## src/inc/tcs_pkg.sv

```systemverilog
// Package for the Type-C strap and mode select block.
// Assumes a single 100 MHz core clock; tri-level pins arrive pre-digitised as two bits.
package tcs_pkg;

  // Tri-level pin encoding after the analog comparators
  typedef enum logic [1:0] {
    TCS_LVL_LOW,
    TCS_LVL_MID,
    TCS_LVL_HIGH
  } tcs_level_type;

  // Port role held after sampling
  typedef enum logic [1:0] {
    TCS_ROLE_SINK,
    TCS_ROLE_DUAL,
    TCS_ROLE_SOURCE
  } tcs_role_type;

  // Advertised current encoding
  localparam logic [1:0] CUR_DEFAULT  = 2'h0;  // 900 mA
  localparam logic [1:0] CUR_MEDIUM   = 2'h1;  // 1.5 A
  localparam logic [1:0] CUR_HIGH     = 2'h2;  // 3 A

  // Serial control addresses
  localparam logic [6:0] ADDR_HIGH    = 7'h67;
  localparam logic [6:0] ADDR_LOW     = 7'h47;
  localparam logic [6:0] ADDR_NONE    = 7'h00;

  // Register map of the plain register port
  localparam logic [3:0] OFS_CTRL     = 4'h0;  // bit0 soft reset (self clearing)
  localparam logic [3:0] OFS_STATUS   = 4'h4;  // held configuration and state
  localparam int         CTRL_SRST_BIT = 0;

  // Reset values
  localparam logic [1:0] RST_ROLE     = 2'h1;  // dual role until first sample
  localparam logic [1:0] RST_CURRENT  = 2'h0;

endpackage

```

## src/inc/tcs_strap_if.sv

```systemverilog
// Interface carrying the sampled strap set between sampler and top.
// Assumes both ends share CORE_CLK.
`timescale 1ns/1ns
`default_nettype none
interface tcs_strap_if;
  logic                     sample;     // One-cycle capture request
  tcs_pkg::tcs_level_type   port_lvl;   // Synchronised port-role strap
  tcs_pkg::tcs_level_type   cur_lvl;    // Synchronised current strap
  tcs_pkg::tcs_level_type   addr_lvl;   // Synchronised address strap
  tcs_pkg::tcs_role_type    role;       // Held role
  logic [1:0]               current;    // Held current code
  logic                     pin_mode;   // Held: serial control disabled
  logic [6:0]               addr;       // Held serial address

  modport sampler (input sample, input port_lvl, input cur_lvl, input addr_lvl,
                   output role, output current, output pin_mode, output addr);
  modport user    (output sample, output port_lvl, output cur_lvl, output addr_lvl,
                   input role, input current, input pin_mode, input addr);
endinterface
`default_nettype wire

```

## src/rtl/tcs_mode_select.sv

```systemverilog
// Top of the Type-C strap and mode select logic.
// Assumes pins are asynchronous and pass two flops; CC detection comes from the CC engine.
//
// The strobed register port and the address map were left to the implementer.
`timescale 1ns/1ns
`default_nettype none
module tcs_mode_select (
  input  wire logic       CORE_CLK,
  input  wire logic       RST,
  input  wire logic [1:0] PORT_STRAP,          // Tri-level port-role strap
  input  wire logic [1:0] CURRENT_STRAP,       // Tri-level current strap
  input  wire logic [1:0] ADDR_STRAP,          // Tri-level address strap
  input  wire logic       SUPPLY_GOOD,         // Main supply present
  input  wire logic       CC_LOGIC_ENABLE_N,   // CC controller enable, low active
  input  wire logic       SS_SWITCH_ENABLE_N,  // Mux enable, low active
  input  wire logic       BUS_POWER_SENSE,     // Bus voltage present
  input  wire logic       CC_ATTACHED,         // CC engine sees a partner
  input  wire logic       CC_ACTING_SOURCE,    // Dual role currently source
  input  wire logic       CC2_ACTIVE,          // Second CC line carries the link
  input  wire logic [3:0] REG_ADDR,
  input  wire logic [7:0] REG_WDATA,
  input  wire logic       REG_WR,
  input  wire logic       REG_RD,
  output logic      [7:0] REG_RDATA,
  output logic      [1:0] ROLE,                // Held role
  output logic      [1:0] ADV_CURRENT,         // Advertised current code
  output logic            PIN_MODE,            // Serial control disabled
  output logic      [6:0] SERIAL_ADDR,         // Serial address
  output logic            SS_SWITCH_ON,        // Mux running
  output logic            SINK_ATTACHED,       // Sink attach confirmed
  output logic            ORIENT_OUT,          // Open-drain pin level (low when driven)
  output logic            ORIENT_OE,           // High while pulling low
  output logic            SOURCE_ATTACH_OUT_N, // Attach pin level
  output logic            SOURCE_ATTACH_OE     // High while pulling low
);

  ////////////////////////////////////////////////////////////////////////////
  // Two-flop synchronisers for every pin except the register port
  localparam int SYNC_W = 13;
  logic [SYNC_W-1:0] pins_in;     // Raw pins
  logic [SYNC_W-1:0] sync1_r;     // First stage, read only by second
  logic [SYNC_W-1:0] sync2_r;     // Usable stage

  assign pins_in = {PORT_STRAP, CURRENT_STRAP, ADDR_STRAP, SUPPLY_GOOD,
                    CC_LOGIC_ENABLE_N, SS_SWITCH_ENABLE_N, BUS_POWER_SENSE,
                    CC_ATTACHED, CC_ACTING_SOURCE, CC2_ACTIVE};

  // Shift both stages together
  always_ff @(posedge CORE_CLK or posedge RST) begin
    if (RST) begin
      // Both stages reset to the idle pin levels, so no false edge or mux blip
      sync1_r <= {{6{1'b0}}, 1'b0, 1'b1, 1'b1, 4'h0};
      sync2_r <= {{6{1'b0}}, 1'b0, 1'b1, 1'b1, 4'h0};
    end else begin
      sync1_r <= pins_in;
      sync2_r <= sync1_r;
    end
  end

  // Named views of the synchronised pins
  wire logic [1:0] port_s     = sync2_r[12:11];
  wire logic [1:0] cur_s      = sync2_r[10:9];
  wire logic [1:0] addr_s     = sync2_r[8:7];
  wire logic       supply_s   = sync2_r[6];
  wire logic       cc_en_n_s  = sync2_r[5];
  wire logic       mux_en_n_s = sync2_r[4];
  wire logic       vbus_s     = sync2_r[3];
  wire logic       attach_s   = sync2_r[2];
  wire logic       act_src_s  = sync2_r[1];
  wire logic       cc2_s      = sync2_r[0];

  ////////////////////////////////////////////////////////////////////////////
  // Sampling events
  logic cc_en_n_r;     // Previous enable level
  logic srst_r;        // Soft reset pulse from the register port
  logic cc_enabled;    // CC logic running

  // Host holds enable low to run the CC logic
  assign cc_enabled = ~cc_en_n_s & supply_s;

  wire logic enable_fall = cc_en_n_r & ~cc_en_n_s & supply_s;
  wire logic soft_reset  = srst_r;
  wire logic ctrl_hit    = REG_WR & (REG_ADDR == tcs_pkg::OFS_CTRL);

  // Remember enable and turn a write into a one-cycle pulse
  always_ff @(posedge CORE_CLK or posedge RST) begin
    if (RST) begin
      cc_en_n_r <= 1'b1;
      srst_r    <= 1'b0;
    end else begin
      cc_en_n_r <= cc_en_n_s;
      srst_r    <= ctrl_hit & REG_WDATA[tcs_pkg::CTRL_SRST_BIT];
    end
  end

  ////////////////////////////////////////////////////////////////////////////
  // Strap sampler
  tcs_strap_if st ();

  assign st.sample   = enable_fall | soft_reset;
  assign st.port_lvl = tcs_pkg::tcs_level_type'(port_s);
  assign st.cur_lvl  = tcs_pkg::tcs_level_type'(cur_s);
  assign st.addr_lvl = tcs_pkg::tcs_level_type'(addr_s);

  tcs_sampler u_sampler (
    .CORE_CLK (CORE_CLK),
    .RST      (RST),
    .st       (st.sampler)
  );

  ////////////////////////////////////////////////////////////////////////////
  // Derived behaviour
  wire logic is_sink   = (st.role == tcs_pkg::TCS_ROLE_SINK);
  wire logic is_source = (st.role == tcs_pkg::TCS_ROLE_SOURCE);
  wire logic as_source = is_source | ((st.role == tcs_pkg::TCS_ROLE_DUAL) & act_src_s);

  // Strap only counts in pin mode as source or dual role; sink never looks at it
  wire logic [1:0] adv_nxt = (is_sink | ~st.pin_mode) ? tcs_pkg::CUR_DEFAULT :
                             st.current;
  // Sink attach needs bus voltage; dual role acting as sink too
  wire logic sink_att_nxt = cc_enabled & attach_s & ~as_source & vbus_s;
  wire logic src_att_nxt  = cc_enabled & attach_s & as_source;
  // Pull low on CC2, release on CC1 or idle
  wire logic orient_nxt   = cc_enabled & attach_s & cc2_s;
  wire logic mux_on_nxt   = ~mux_en_n_s;

  // Status byte for the register port
  wire logic [7:0] rd_nxt = ~REG_RD ? 8'h00 :
                            (REG_ADDR == tcs_pkg::OFS_STATUS) ?
                              {st.role, adv_nxt, st.pin_mode, mux_on_nxt,
                               src_att_nxt, sink_att_nxt} :
                            8'h00;

  ////////////////////////////////////////////////////////////////////////////
  // Output flops
  always_ff @(posedge CORE_CLK or posedge RST) begin
    if (RST) begin
      REG_RDATA           <= 8'h00;
      ROLE                <= tcs_pkg::RST_ROLE;
      ADV_CURRENT         <= tcs_pkg::RST_CURRENT;
      PIN_MODE            <= 1'b1;
      SERIAL_ADDR         <= tcs_pkg::ADDR_NONE;
      SS_SWITCH_ON        <= 1'b0;
      SINK_ATTACHED       <= 1'b0;
      ORIENT_OE           <= 1'b0;
      SOURCE_ATTACH_OE    <= 1'b0;
    end else begin
      REG_RDATA           <= rd_nxt;
      ROLE                <= st.role;
      ADV_CURRENT         <= adv_nxt;
      PIN_MODE            <= st.pin_mode;
      SERIAL_ADDR         <= st.addr;
      SS_SWITCH_ON        <= mux_on_nxt;
      SINK_ATTACHED       <= sink_att_nxt;
      ORIENT_OE           <= orient_nxt;
      SOURCE_ATTACH_OE    <= src_att_nxt;
    end
  end

  // Open-drain data pins only ever drive low
  always_ff @(posedge CORE_CLK or posedge RST) begin
    if (RST) begin
      ORIENT_OUT          <= 1'b0;
      SOURCE_ATTACH_OUT_N <= 1'b0;
    end else begin
      ORIENT_OUT          <= 1'b0;
      SOURCE_ATTACH_OUT_N <= 1'b0;
    end
  end

endmodule
`default_nettype wire

```

## src/rtl/tcs_sampler.sv

```systemverilog
// Strap sampler: decodes and holds the three tri-level straps.
// Assumes strap levels are already synchronised by the caller.
`timescale 1ns/1ns
`default_nettype none
module tcs_sampler (
  input  wire logic      CORE_CLK,
  input  wire logic      RST,
  tcs_strap_if.sampler   st
);

  ////////////////////////////////////////////////////////////////////////////
  // Decode
  tcs_pkg::tcs_role_type role_nxt;      // Role from port strap
  logic [1:0]            current_nxt;   // Current from current strap
  logic                  pin_mode_nxt;  // Address strap open
  logic [6:0]            addr_nxt;      // Serial address

  // High source, open dual, low sink
  assign role_nxt = (st.port_lvl == tcs_pkg::TCS_LVL_HIGH) ? tcs_pkg::TCS_ROLE_SOURCE :
                    (st.port_lvl == tcs_pkg::TCS_LVL_MID)  ? tcs_pkg::TCS_ROLE_DUAL :
                                                             tcs_pkg::TCS_ROLE_SINK;
  // Low default, middle medium, high high
  assign current_nxt = (st.cur_lvl == tcs_pkg::TCS_LVL_HIGH) ? tcs_pkg::CUR_HIGH :
                       (st.cur_lvl == tcs_pkg::TCS_LVL_MID)  ? tcs_pkg::CUR_MEDIUM :
                                                               tcs_pkg::CUR_DEFAULT;
  assign pin_mode_nxt = (st.addr_lvl == tcs_pkg::TCS_LVL_MID);
  assign addr_nxt = (st.addr_lvl == tcs_pkg::TCS_LVL_HIGH) ? tcs_pkg::ADDR_HIGH :
                    (st.addr_lvl == tcs_pkg::TCS_LVL_LOW)  ? tcs_pkg::ADDR_LOW :
                                                             tcs_pkg::ADDR_NONE;

  ////////////////////////////////////////////////////////////////////////////
  // Hold between sampling events so strap wiggles do nothing
  always_ff @(posedge CORE_CLK or posedge RST) begin
    if (RST) begin
      st.role     <= tcs_pkg::TCS_ROLE_DUAL;
      st.current  <= tcs_pkg::RST_CURRENT;
      st.pin_mode <= 1'b1;
      st.addr     <= tcs_pkg::ADDR_NONE;
    end else if (st.sample) begin
      st.role     <= role_nxt;
      st.current  <= current_nxt;
      st.pin_mode <= pin_mode_nxt;
      st.addr     <= addr_nxt;
    end
  end

endmodule
`default_nettype wire

```

## config.mk

```make
export PLATFORM = sky130hd
export DESIGN_NAME = tcs_mode_select
export DESIGN_NICKNAME = d
export VERILOG_FILES = /design/src/inc/tcs_pkg.sv /design/src/inc/tcs_strap_if.sv /design/src/rtl/tcs_mode_select.sv /design/src/rtl/tcs_sampler.sv
export SDC_FILE = /design/constraint.sdc
export NUM_CORES = 1
export LEC_CHECK = 0
export ABC_AREA = 1
export BUFFER_PORTS_ARGS = -buffer_cell sky130_fd_sc_hd__buf_4
export CAP_MARGIN = 20
export CORE_MARGIN = 3
export CORE_UTILIZATION = 50
export DETAILED_ROUTE_END_ITERATION = 10
export PLACE_DENSITY = 0.85
export SLEW_MARGIN = 40
export SYNTH_ARGS = -nofsm -noshare
export SYNTH_HDL_FRONTEND = slang
export SYNTH_HIERARCHICAL = 1
export SYNTH_SLANG_ARGS = --single-unit
```

## constraint.sdc

```tcl
create_clock -name CORE_CLK -period 2.55 [get_ports CORE_CLK]
set_input_delay 0.765 -clock CORE_CLK [delete_from_list [all_inputs] [get_ports CORE_CLK]]
set_output_delay 0.765 -clock CORE_CLK [all_outputs]
set_load 0.01 [all_outputs]
```

Word-level counts from Yosys, hierarchy flattened
Cells that the tools add are included.

operators by class
  reductions and logical operators = 3
  mux-type cells = 9
  bitwise logic cells = 18
  equal/unequal tests = 9

operator list
  kind                                           number
  two-way mux 8 bit                              2
  two-way mux 7 bit                              2
  bitwise AND 1 bit                              11
  == test 2 x 1 -> 1 bit, second input constant  4
  == test 2 bit, second input constant           4
  two-way mux 2 bit                              3
  == test 4 x 3 -> 1 bit, second input constant  1
  zero test 2 bit                                2
  zero test 4 bit                                1
  inverter 1 bit                                 4
  bitwise OR 1 bit                               3
  two-way mux 1 bit                              2

word-level totals
  output and inout bits = 26
  logic and storage cells = 56
  flip-flop bits (word level) = 64

Depth between registers and ports, before layout
Gate-level depths: netlist of the first run.

  depth in word-level cells = 8
  depth in mapped cells = 6

Modules after synthesis
The synthesis of the first run kept the hierarchy.

modules (own cells, without submodules)
  module           seq. area each (sq um)  instances  area each (sq um)  cells each
  tcs_mode_select  1310.0                  1          1531.5             97
  tcs_sampler      177.7                   1          332.8              41

Worst setup path after synthesis of the first run
No wires, ideal clock.

  path type = reg2out
  from = register PIN_MODE
  to = output PIN_MODE
  data required time = 1.785 ns
  buffers on the path = 0
  stages on the path, launching flop included = 1
  data arrival time = 0.520 ns
  slack = 1.265 ns
  path through = dfstp_2

RTL lines
  element                 line                    RTL
  start, declared         tcs_mode_select.sv:27   output logic PIN_MODE,
  start signal, assigned  tcs_mode_select.sv:151  PIN_MODE <= st.pin_mode;

No word-level cell between the ends.

Worst setup path after layout of the first run
  from = register ROLE[0]
  to = output ROLE[0]

RTL lines
  element                 line                    RTL
  start, declared         tcs_mode_select.sv:25   output logic [1:0] ROLE,
  start signal, assigned  tcs_mode_select.sv:139  ROLE <= tcs_pkg::RST_ROLE;
  start signal, assigned  tcs_mode_select.sv:149  ROLE <= st.role;

No word-level cell between the ends.

==> summary.md, run 1 <==
| Metric | Value |
|---|---|
| Final Routed Wirelength | approximately 2600 um |
| Final Hold Fails | 0 |
| DP Area | approximately 2200 um^2 |
| Remaining antenna violation count | 0 |
| Register-to-Register Path Depth | 5 |
| Final Max Tran Viols | 0 |
| Hold path start | sync1_r[9] |
| Die Y | 67.1 um |
| Total CTS buffers | 9 |
| Setup crit end kind | primary output |
| Seq cells post-synth | 59 |
| Total power | between 0.002 and 0.0025 W |
| CTS tree | yes |
| # resized after CTS | 0 |
| Max Cap Viol | 0 |
| # setup viols final | 0 |
| Clock-pin transition on the worst setup and hold timing paths | 0.06 ns |
| Data arrival, critical path | 0.95 ns |
| Max VDD drop | between 0.4 and 0.5 mV |
| Startpoint Class | flip-flop |
| CTS root buffer | clkbuf_8 |
| WP buf/inv | 1 |
| PortBufs | between 40 and 50 |
| # DRC | 0 |
| Vias in the first global route | ~1,000 |
| Vias after detailed routing | between 1,000 and 1,500 |
| Internal power | 0.00163 W |
| Cell area after synthesis | between 1500 and 2000 um^2 |
| Initial core utilization | 0.538 |
| Top cell type's share of synthesized area | 0.671 |
| Synth Area in Adders | 0 |
| Number of I/O pins | 55 |
| WHS | 0.345 ns |
| GRT Util Overall | 0.140 |
| Vias per cell | approximately 4.3 |
| Largest net degree at the start of global routing | 53 |
| Die W | around 67 um |
| Post-route minimum period | about 1.7 ns |
| Main area contributors after synthesis | dfrtp_1 67%, dfstp_2 13%, nand2_1 4.0%, inv_1 3.8%, buf_4 2.8% |
| Die ar. | between 4000 and 5000 um^2 |
| Hold path depth | 0 |
| Post-Synth XOR/XNOR Area | 0 |
| Hold EP | sync2_r[9] |
| Post-CTS repair timing setup buffer count | 0 |
| Mux share of post-synthesis cell area | 0 |
| Global route overflow | 0 |
| R2r endpoint | u_sampler/st.addr[5] |
| Distinct cell type count after synthesis | 16 |
| Drt first pass iters | 4 |
| Sequential fraction of the synthesis area | 0.798 |
| Crit-path cells | buf_4 |
| Switch Pwr | ~0.00042 W |
| DRT iter0 DRCs | 43 |
| Routability Congestion | 0.725 |
| N_diodes | 0 |
| Worst Hold Class | flip-flop to flip-flop |
| Initial antenna violation count | 0 |
| Max frequency | between 0.5 and 0.6 GHz |
| Origin of the critical flop-to-flop path | sync2_r[5] |
| Share of cells above drive strength 1 | 0.402 |
| Clk sinks | 59 |
| Synth area leader | dfrtp_1 |
| Clock power share | 0.422 |
| Slowest CP cell | dfstp_2 |
| Worst EP required | between 1.5 and 2 ns |
| Share of power burned in registers | 0.507 |
| Max Buffers Root-to-Sink | 2 |
| Avg Inst Size Synth | approximately 14 um^2 |
| Core region area | approximately 3500 um^2 |
| RSZ-0062 raised after global routing | no |
| Simple-Gate Fraction of Synth Area | 0.118 |
| PD cells | between 800 and 900 nW/um^2 |
| Final design area excluding fillers | 2430 um^2 |
| Period utilization | 0.672 |
| First-pass GRT wire length | roughly 4200 um |
| Nets | 219 |
| Post-Syn Instances | 138 |
| Syn-to-layout area delta | 30.6% |
| Leak | 1.30 nW |
| Slew at the pin closest to its max-slew limit | slightly below 0.6 ns |
| H-tree levels | 3 |
| Slew headroom | 0.615 |
| Logic pwr share | 0.071 |
| Setup_tns | 0 ns |
| Detailed placer's ending HPWL | 1840 um |
| Cell family with most CP delay | flip-flops |
| Synth Warn # | 6 |
| Critical path class | flip-flop to primary output |
| Worst-path maximum fanout | 1 |
| R2R setup slack | 1.38 ns |
| FP Rows | 21 |
| Largest family of logic cells by synthesized area | simple AND/OR/NAND/NOR gates |
| Hold Buf Count CTS | 0 |
| Post-Route Skew | 0.00535 ns |
| Wire per inst | around 11 um |
| Slowest cell delay on critical path | 0.52 ns |
| Synth Area in Compound Gates | 0.00738 |
| Sw frac | 0.204 |
| Status | finished, final reports clean |
| Clock Latency Late Sink | approximately 0.33 ns |
| Stages on worst setup path | 1 |
## layout by cell type (no fill, tap or decap)
cell type / count
bufinv_16: 1
clkbuf_8: 13
nor3_1: 1
dfstp_2: 9
conb_1: 4
nand2_1: 20
nand3_2: 1
a31o_2: 1
dfrtp_1: 50
inv_1: 18
buf_4: 46
nand2_2: 1
nand4_4: 1
nor2_1: 11
nand3_1: 10
nor2_4: 1
clkbuf_1: 1
o21ai_1: 1
inv_2: 4
## cells by family after synthesis
| logic type | count (synthesis) |
|---|---|
| flops | 59 |
| simple gates | 46 |
| buf+inv | 29 |
| compound gates | 2 |
| other cells | 2 |
## power groups by stage
stage	clock [W]	sequential (W)	combinational [W]
floorplan	0	0.00106	0.0000701
global placement	0	0.00105	0.000142
detailed placement	0	0.00106	0.000147
CTS	0.000879	0.00104	0.000148
global route	0.000932	0.00105	0.000162
finish	0.000865	0.00104	0.000145
## sequential cells by signal, indices dropped and copies added, names as in the netlist
register,count
ROLE,2
u_sampler/st.current,2
u_sampler/st.role,2
SINK_ATTACHED,1
REG_RDATA,8
soft_reset,1
SERIAL_ADDR,7
u_sampler/st.addr,2
sync2_r,13
SS_SWITCH_ON,1
SOURCE_ATTACH_OE,1
u_sampler/st.pin_mode,1
PIN_MODE,1
sync1_r,13
ADV_CURRENT,2
ORIENT_OE,1
cc_en_n_r,1
## stage by stage
stage          setup WS, ns  instances   util
4_1_cts               0.825        240  0.702
2_1_floorplan         0.539        140      -
5_1_grt               0.798        240  0.702
3_5_place_dp           1.14        225  0.641
6_report              0.837        240  0.702
3_3_place_gp           1.19        225  0.641
## how the worst max path moves through the flow
stage | endpoint | slack (ns) | startpoint
2_1_floorplan | ADV_CURRENT[0] | 0.54 | RST
3_3_place_gp | sync1_r[0] | 1.19 | RST
3_5_place_dp | REG_RDATA[6] | 1.14 | REG_ADDR[1]
4_1_cts | ROLE[0] | 0.82 | ROLE[0]
5_1_grt | PIN_MODE | 0.80 | PIN_MODE
6_report | ROLE[0] | 0.84 | ROLE[0]
## layout make-up
type / count / area [um^2]
sequential: 59 / 1490
fill: 253 / 1030
timing repair buffer: 46 / 345
multi-input combinational: 52 / 249
clock buffer: 14 / 183
inverter: 22 / 82.6
tap: 46 / 57.6
clock inverter: 1 / 30.0
## synth_stat cells (all sizes together)
cell type	instances
a31o	1
buf	7
conb	2
dfrtp	50
dfstp	9
inv	22
nand2	21
nand3	11
nand4	1
nor2	12
nor3	1
o21ai	1
## routing by layer
layer	wire length [um]	global-route usage	part of all wire
met1	1020	0.143	0.39
met2	1240	0.210	0.48
met3	246	0.0708	0.094
met4	102	0.122	0.039
met5	0	0	0
Power figures use the tool's default switching activity.
==> inputs of run 2 (changes only) <==
- clock period: 2.55 -> 1.8 ns (I/O delays scaled with it)
==> run 2 against run 1 <==
Net effect:
- hold slack got worse by 0.19 ns
- sequential power up 41%
- design area decreased by 1.1%
- sequential cell count did not move
- clock skew is 0.0018 ns higher
- wire length is 1.6% higher
- power is 32% higher
- critical path depth did not move
- via count rose by 2.0%
- cell count rose by 0.42%
- non-clock buffer count unchanged
- die area stayed put
- critical endpoint is now PIN_MODE
==> summary.md, run 2 (synthesis results as in run 1) <==
| Metric | Value |
|---|---|
| RSZ-0062 raised after global routing | no |
| Drt first pass iters | 4 (unchanged) |
| Slowest CP cell | dfstp_2 |
| Clock-pin transition on the worst setup and hold timing paths | 0.06 ns (about the same) |
| Final Hold Fails | 0 (unchanged) |
| Worst EP required | 1.26 ns (-0.53 ns) |
| Worst Hold Class | input port to asynchronous set/reset pin |
| Clk sinks | 59 (unchanged) |
| Setup crit end kind | primary output |
| Non-Filler Instances | 241 (+0.42%) |
| DRT iter0 DRCs | 39 (-9.3%) |
| Die W | 67.1 um (unchanged) |
| Most frequent cells in the layout | 50 x dfrtp_1, 45 x buf_4, 20 x nand2_1 |
| Post-CTS repair timing setup buffer count | 0 (unchanged) |
| Nets | 219 (unchanged) |
| GRT Util Overall | 0.146 (+0.00556) |
| Final Max Tran Viols | 0 (unchanged) |
| CTS root buffer | clkbuf_8 |
| Register-to-Register Path Depth | 5 (unchanged) |
| # resized after CTS | 0 (unchanged) |
| Final design area excluding fillers | 2410 um^2 (-1.1%) |
| H-tree levels | 3 (unchanged) |
| Biggest regs | sync1_r x13, sync2_r x13, REG_RDATA x8 |
| R2r endpoint | u_sampler/st.addr[2] |
| # setup viols final | 0 (unchanged) |
| PD cells | 1120 nW/um^2 (+33%) |
| Setup_tns | 0 ns (unchanged) |
| Fillcell total | 251 (-0.79%) |
| Post-Route Skew | 0.00710 ns (+0.00176 ns) |
| Number of I/O pins | 55 (unchanged) |
| Placed insts | 225 (unchanged) |
| Startpoint Class | flip-flop |
| Core region area | 3470 um^2 (unchanged) |
| Cell family with most CP delay | flip-flops |
| Max Buffers Root-to-Sink | 2 (unchanged) |
| Status | finished, final reports clean |
| Initial antenna violation count | 0 (unchanged) |
| Data arrival, critical path | 0.94 ns (about the same) |
| Die Y | 67.1 um (unchanged) |
| Clock Latency Late Sink | 0.32 ns (about the same) |
| Max VDD drop | 0.894 mV (+100%) |
| Post-route minimum period | 1.48 ns |
| R2R setup slack | 0.64 ns (-0.74 ns) |
| Slowest cell delay on critical path | 0.51 ns (about the same) |
| Crit-path cells | buf_4 |
| Die ar. | 4500 um^2 (unchanged) |
| Vias in the first global route | 1,043 (+4.2%) |
| Leak | 1.29 nW (-1.1%) |
| DP Area | 2230 um^2 (+0.56%) |
| First-pass GRT wire length | 4290 um (+2.5%) |
| WP buf/inv | 1 (unchanged) |
| Detailed placer's ending HPWL | 1910 um (+4.0%) |
| Wire per inst | 11.0 um (+1.1%) |
| Max Cap Viol | 0 (unchanged) |
| Critical path class | flip-flop to primary output |
| Initial core utilization | 0.538 (unchanged) |
| Global route overflow | 0 (unchanged) |
| FP Rows | 21 (unchanged) |
| Hold Buf Count CTS | 0 (unchanged) |
| Worst-path maximum fanout | 1 (unchanged) |
| PortBufs | 45 (unchanged) |
| Total CTS buffers | 9 (unchanged) |
| Share of cells above drive strength 1 | 0.395 (-0.00719) |
| CTS tree | yes |
| Final Routed Wirelength | 2650 um (+1.6%) |
| # DRC | 0 (unchanged) |
| Routability Congestion | 0.727 (+0.28%) |
| Origin of the critical flop-to-flop path | sync2_r[5] |
| Period utilization | 0.822 |
| Max frequency | just under 0.7 GHz |
| Syn-to-layout area delta | 29.1% |
| Largest net degree at the start of global routing | 35 (-34%) |
| Remaining antenna violation count | 0 (unchanged) |
| N_diodes | 0 (unchanged) |
| Vias per cell | 4.37 (+1.6%) |
| Vias after detailed routing | 1,054 (+2.0%) |
| Most common cell after layout, fill and taps aside | dfrtp_1 |
-- run 2: changes by cell type in the layout (fill, tap and decap cells not counted) --
cell,before,now
buf_12,0,1
buf_4,46,45
bufinv_16,1,0
clkbuf_1,1,3
clkbuf_8,13,11
clkinv_2,0,2
-- run 2: cell type report --
| cell class | count | area [um^2] | area share |
|---|---|---|---|
| sequential | 59 | 1490 | 0.618 |
| multi-input combinational | 52 | 249 | 0.103 |
| inverter | 22 | 82.6 | 0.0343 |
| tap | 46 | 57.6 | 0.0239 |
| clock inverter | 2 | 10.0 | 0.00416 |
| timing repair buffer | 46 | 358 | 0.149 |
| clock buffer | 14 | 163 | 0.0676 |
-- run 2: report_power, final --
group          internal (W)  switching (W)
sequential          0.00143      0.0000426
clock              0.000571       0.000442
combinational      0.000101       0.000110
total               0.00210       0.000595
-- run 2: per-layer routing --
layer / GRT usage / vias up / wire (um)
li1: - / 504 / -
met1: 0.144 / 501 / 994
met3: 0.0961 / 7 / 281
met4: 0.0987 / 0 / 72
met5: 0 / - / 0
met2: 0.220 / 42 / 1300
-- run 2: worst max path at each step --
stage,cells after the start,startpoint,endpoint
6_report,1,PIN_MODE,PIN_MODE
5_1_grt,1,PIN_MODE,PIN_MODE
4_1_cts,1,ROLE[0],ROLE[0]
3_5_place_dp,3,RST,cc_en_n_r
3_3_place_gp,1,ROLE[0],ROLE[0]
2_1_floorplan,1,RST,ADV_CURRENT[0]
-- run 2: stage by stage --
stage                     hold WS, ns  worst slack (ns)  utilization  power (W)
after floorplan                 0.331            0.0137            -    0.00161
after global placement          0.334             0.661        0.644    0.00169
after detailed placement        0.339             0.643        0.644    0.00171
after CTS                       0.139             0.296        0.694    0.00273
after global routing            0.157             0.274        0.694    0.00283
final                           0.154             0.320        0.694    0.00270
-- run 2: worst register-to-register path: cells and delay by family, from the launching register on --
family                 cells  cell delay, ns
AO/OA/AOI/OAI              2            0.33
flip-flops                 1            0.53
AND/OR/NAND/NOR            1            0.07
buffers and inverters      2            0.18
==> inputs of run 3 (changes only) <==
- CORE_UTILIZATION: 50 -> 45
- PLACE_DENSITY: 0.85 -> 0.81
- clock period: 1.8 -> 1.35 ns (I/O delays scaled with it)
==> run 3 against run 2 <==
Net effect:
- combinational power rose by 36%
- clock skew fell by 0.0011 ns
- critical path depth did not move
- sequential cell count did not move
- clock-buffer cell count rose by 1
- setup slack got worse by 0.31 ns
- first-iteration DRC count rose by 2.6%
- die area rose by 10%
==> summary.md, run 3 (synthesis results as in run 1) <==
| Metric | Value |
|---|---|
| Startpoint Class | flip-flop |
| Routability Congestion | 0.757 (+4.2%) |
| Clk sinks | 59 (unchanged) |
| Clock Latency Late Sink | 0.32 ns (about the same) |
| Cell family with most CP delay | flip-flops |
| WP buf/inv | 1 (unchanged) |
| Most frequent cells in the layout | 50 x dfrtp_1, 44 x buf_4, 20 x nand2_1 |
| Wire per inst | 11.0 um (+0.33%) |
| Syn-to-layout area delta | 32.1% |
| Status | finished, final reports clean |
| GRT Util Overall | 0.131 (-0.0153) |
| PortBufs | 45 (unchanged) |
| Die Y | 70.4 um (+4.9%) |
| Vias after detailed routing | 1,047 (-0.66%) |
| Number of I/O pins | 55 (unchanged) |
| WHS | 0.0264 ns (-0.127 ns) |
| Final worst slack | 0.0116 ns (-0.309 ns) |
| R2r endpoint | u_sampler/st.addr[2] |
| Initial core utilization | 0.487 (-0.0503) |
| Register-to-Register Path Depth | 5 (unchanged) |
| Critical path class | flip-flop to primary output |
| Final Hold Fails | 0 (unchanged) |
| Sw frac | 0.206 (-0.0150) |
| Nets | 220 (+0.46%) |
| Initial antenna violation count | 0 (unchanged) |
| Fillcell total | 286 (+14%) |
| Crit path launch | ROLE[0] |
| Origin of the critical flop-to-flop path | sync2_r[5] |
| DRT iter0 DRCs | 40 (+2.6%) |
| Final Max Tran Viols | 0 (unchanged) |
| Worst Hold Class | input port to asynchronous set/reset pin |
| Most common cell after layout, fill and taps aside | dfrtp_1 |
| Crit-path cells | buf_6 |
| CTS root buffer | clkbuf_8 |
| Max Buffers Root-to-Sink | 2 (unchanged) |
| # DRC | 0 (unchanged) |
| R2R setup slack | 0.19 ns (-0.45 ns) |
| Max Cap Viol | 0 (unchanged) |
| Detailed placer's ending HPWL | 1870 um (-2.0%) |
| Remaining antenna violation count | 0 (unchanged) |
| Die W | 70.4 um (+4.9%) |
| Vias per cell | 4.29 (-1.9%) |
| Slowest CP cell | dfstp_2 |
| Clock power share | 0.414 (+0.038) |
| Worst-path maximum fanout | 1 (unchanged) |
| Switch Pwr | 0.000791 W (+33%) |
| # setup viols final | 0 (unchanged) |
| PD cells | 1560 nW/um^2 (+39%) |
| Share of cells above drive strength 1 | 0.398 (+0.00309) |
| Logic pwr share | 0.075 (-0.004) |
| CTS tree | yes |
| Leak | 1.31 nW (+1.2%) |
| FP Rows | 22 (+4.8%) |
| Total CTS buffers | 9 (unchanged) |
| H-tree levels | 3 (unchanged) |
| Hold Buf Count CTS | 0 (unchanged) |
| Post-Route Skew | 0.00605 ns (-0.00106 ns) |
| First-pass GRT wire length | 4730 um (+10%) |
| Global route overflow | 0 (unchanged) |
| Biggest regs | sync1_r x13, sync2_r x13, REG_RDATA x8 |
| Pre-CTS setup slack | 0.198 ns (-0.445 ns) |
| Core region area | 3830 um^2 (+10%) |
| Largest net degree at the start of global routing | 34 (-2.9%) |
| Share of power burned in registers | 0.511 (-0.035) |
| Clock-pin transition on the worst setup and hold timing paths | 0.06 ns (about the same) |
| RSZ-0062 raised after global routing | yes |
| Period utilization | 0.991 |
| Die ar. | 4950 um^2 (+10%) |
| Data arrival, critical path | 0.93 ns (about the same) |
| Drt first pass iters | 4 (unchanged) |
| Vias in the first global route | 1,047 (+0.38%) |
| Worst EP required | 0.95 ns (-0.31 ns) |
| N_diodes | 0 (unchanged) |
| Max frequency | 0.747 GHz |
| Slowest cell delay on critical path | 0.52 ns (about the same) |
| Post-route minimum period | 1.34 ns |
| Post-CTS repair timing setup buffer count | 0 (unchanged) |
| Max VDD drop | 1.10 mV (+23%) |
| Setup crit end kind | primary output |
| Final Routed Wirelength | 2690 um (+1.6%) |
| Internal power | 0.00305 W (+45%) |
run 3: layout make-up:
class | count | area, um^2 | share of cell area
timing repair buffer | 47 | 373 | 0.151
clock inverter | 1 | 30.0 | 0.0122
multi-input combinational | 52 | 249 | 0.101
inverter | 22 | 86.3 | 0.0351
sequential | 59 | 1490 | 0.604
clock buffer | 15 | 176 | 0.0716
tap | 48 | 60.1 | 0.0244
run 3: worst max-delay path by stage:
stage	end	slack, ns	cells past startpoint
2_1_floorplan	u_sampler/st.addr[2]	0.28	5
3_3_place_gp	u_sampler/st.addr[2]	0.22	5
3_5_place_dp	u_sampler/st.addr[2]	0.20	5
4_1_cts	ROLE[0]	-0.01	1
5_1_grt	ROLE[0]	-0.03	1
6_report	ROLE[0]	0.01	1
run 3: power groups by stage:
stage / registers [W] / clock network [W] / logic, W
after floorplan: 0.00201 / 0 / 0.000133
after global placement: 0.00199 / 0 / 0.000279
after detailed placement: 0.00200 / 0 / 0.000286
after CTS: 0.00197 / 0.00163 / 0.000292
after global routing: 0.00198 / 0.00172 / 0.000322
final: 0.00197 / 0.00159 / 0.000288
run 3: per-stage QoR:
| step | util | area [um^2] | instances | TNS (ns) | power (W) |
|---|---|---|---|---|---|
| 6_report | 0.644 | 2460 | 244 | 0 | 0.00385 |
| 5_1_grt | 0.644 | 2460 | 244 | -0.0590 | 0.00403 |
| 4_1_cts | 0.644 | 2460 | 244 | -0.0171 | 0.00389 |
| 3_5_place_dp | 0.588 | 2250 | 228 | 0 | 0.00228 |
| 3_3_place_gp | 0.588 | 2250 | 228 | 0 | 0.00227 |
| 2_1_floorplan | - | 1880 | 140 | 0 | 0.00214 |
run 3: what timing repair did:
item | 4_1_cts | 5_1_grt
gates cloned | 0 | 0
setup endpoints to repair | 2 | 2
gates resized for setup | 2 | 0
run 3: layer usage:
metal | vias up | wire length [um] | GRT usage
met5 | - | 0 | 0
met4 | 0 | 65 | 0.0851
met3 | 8 | 229 | 0.0604
met2 | 40 | 1370 | 0.205
met1 | 487 | 1030 | 0.141
li1 | 512 | - | -
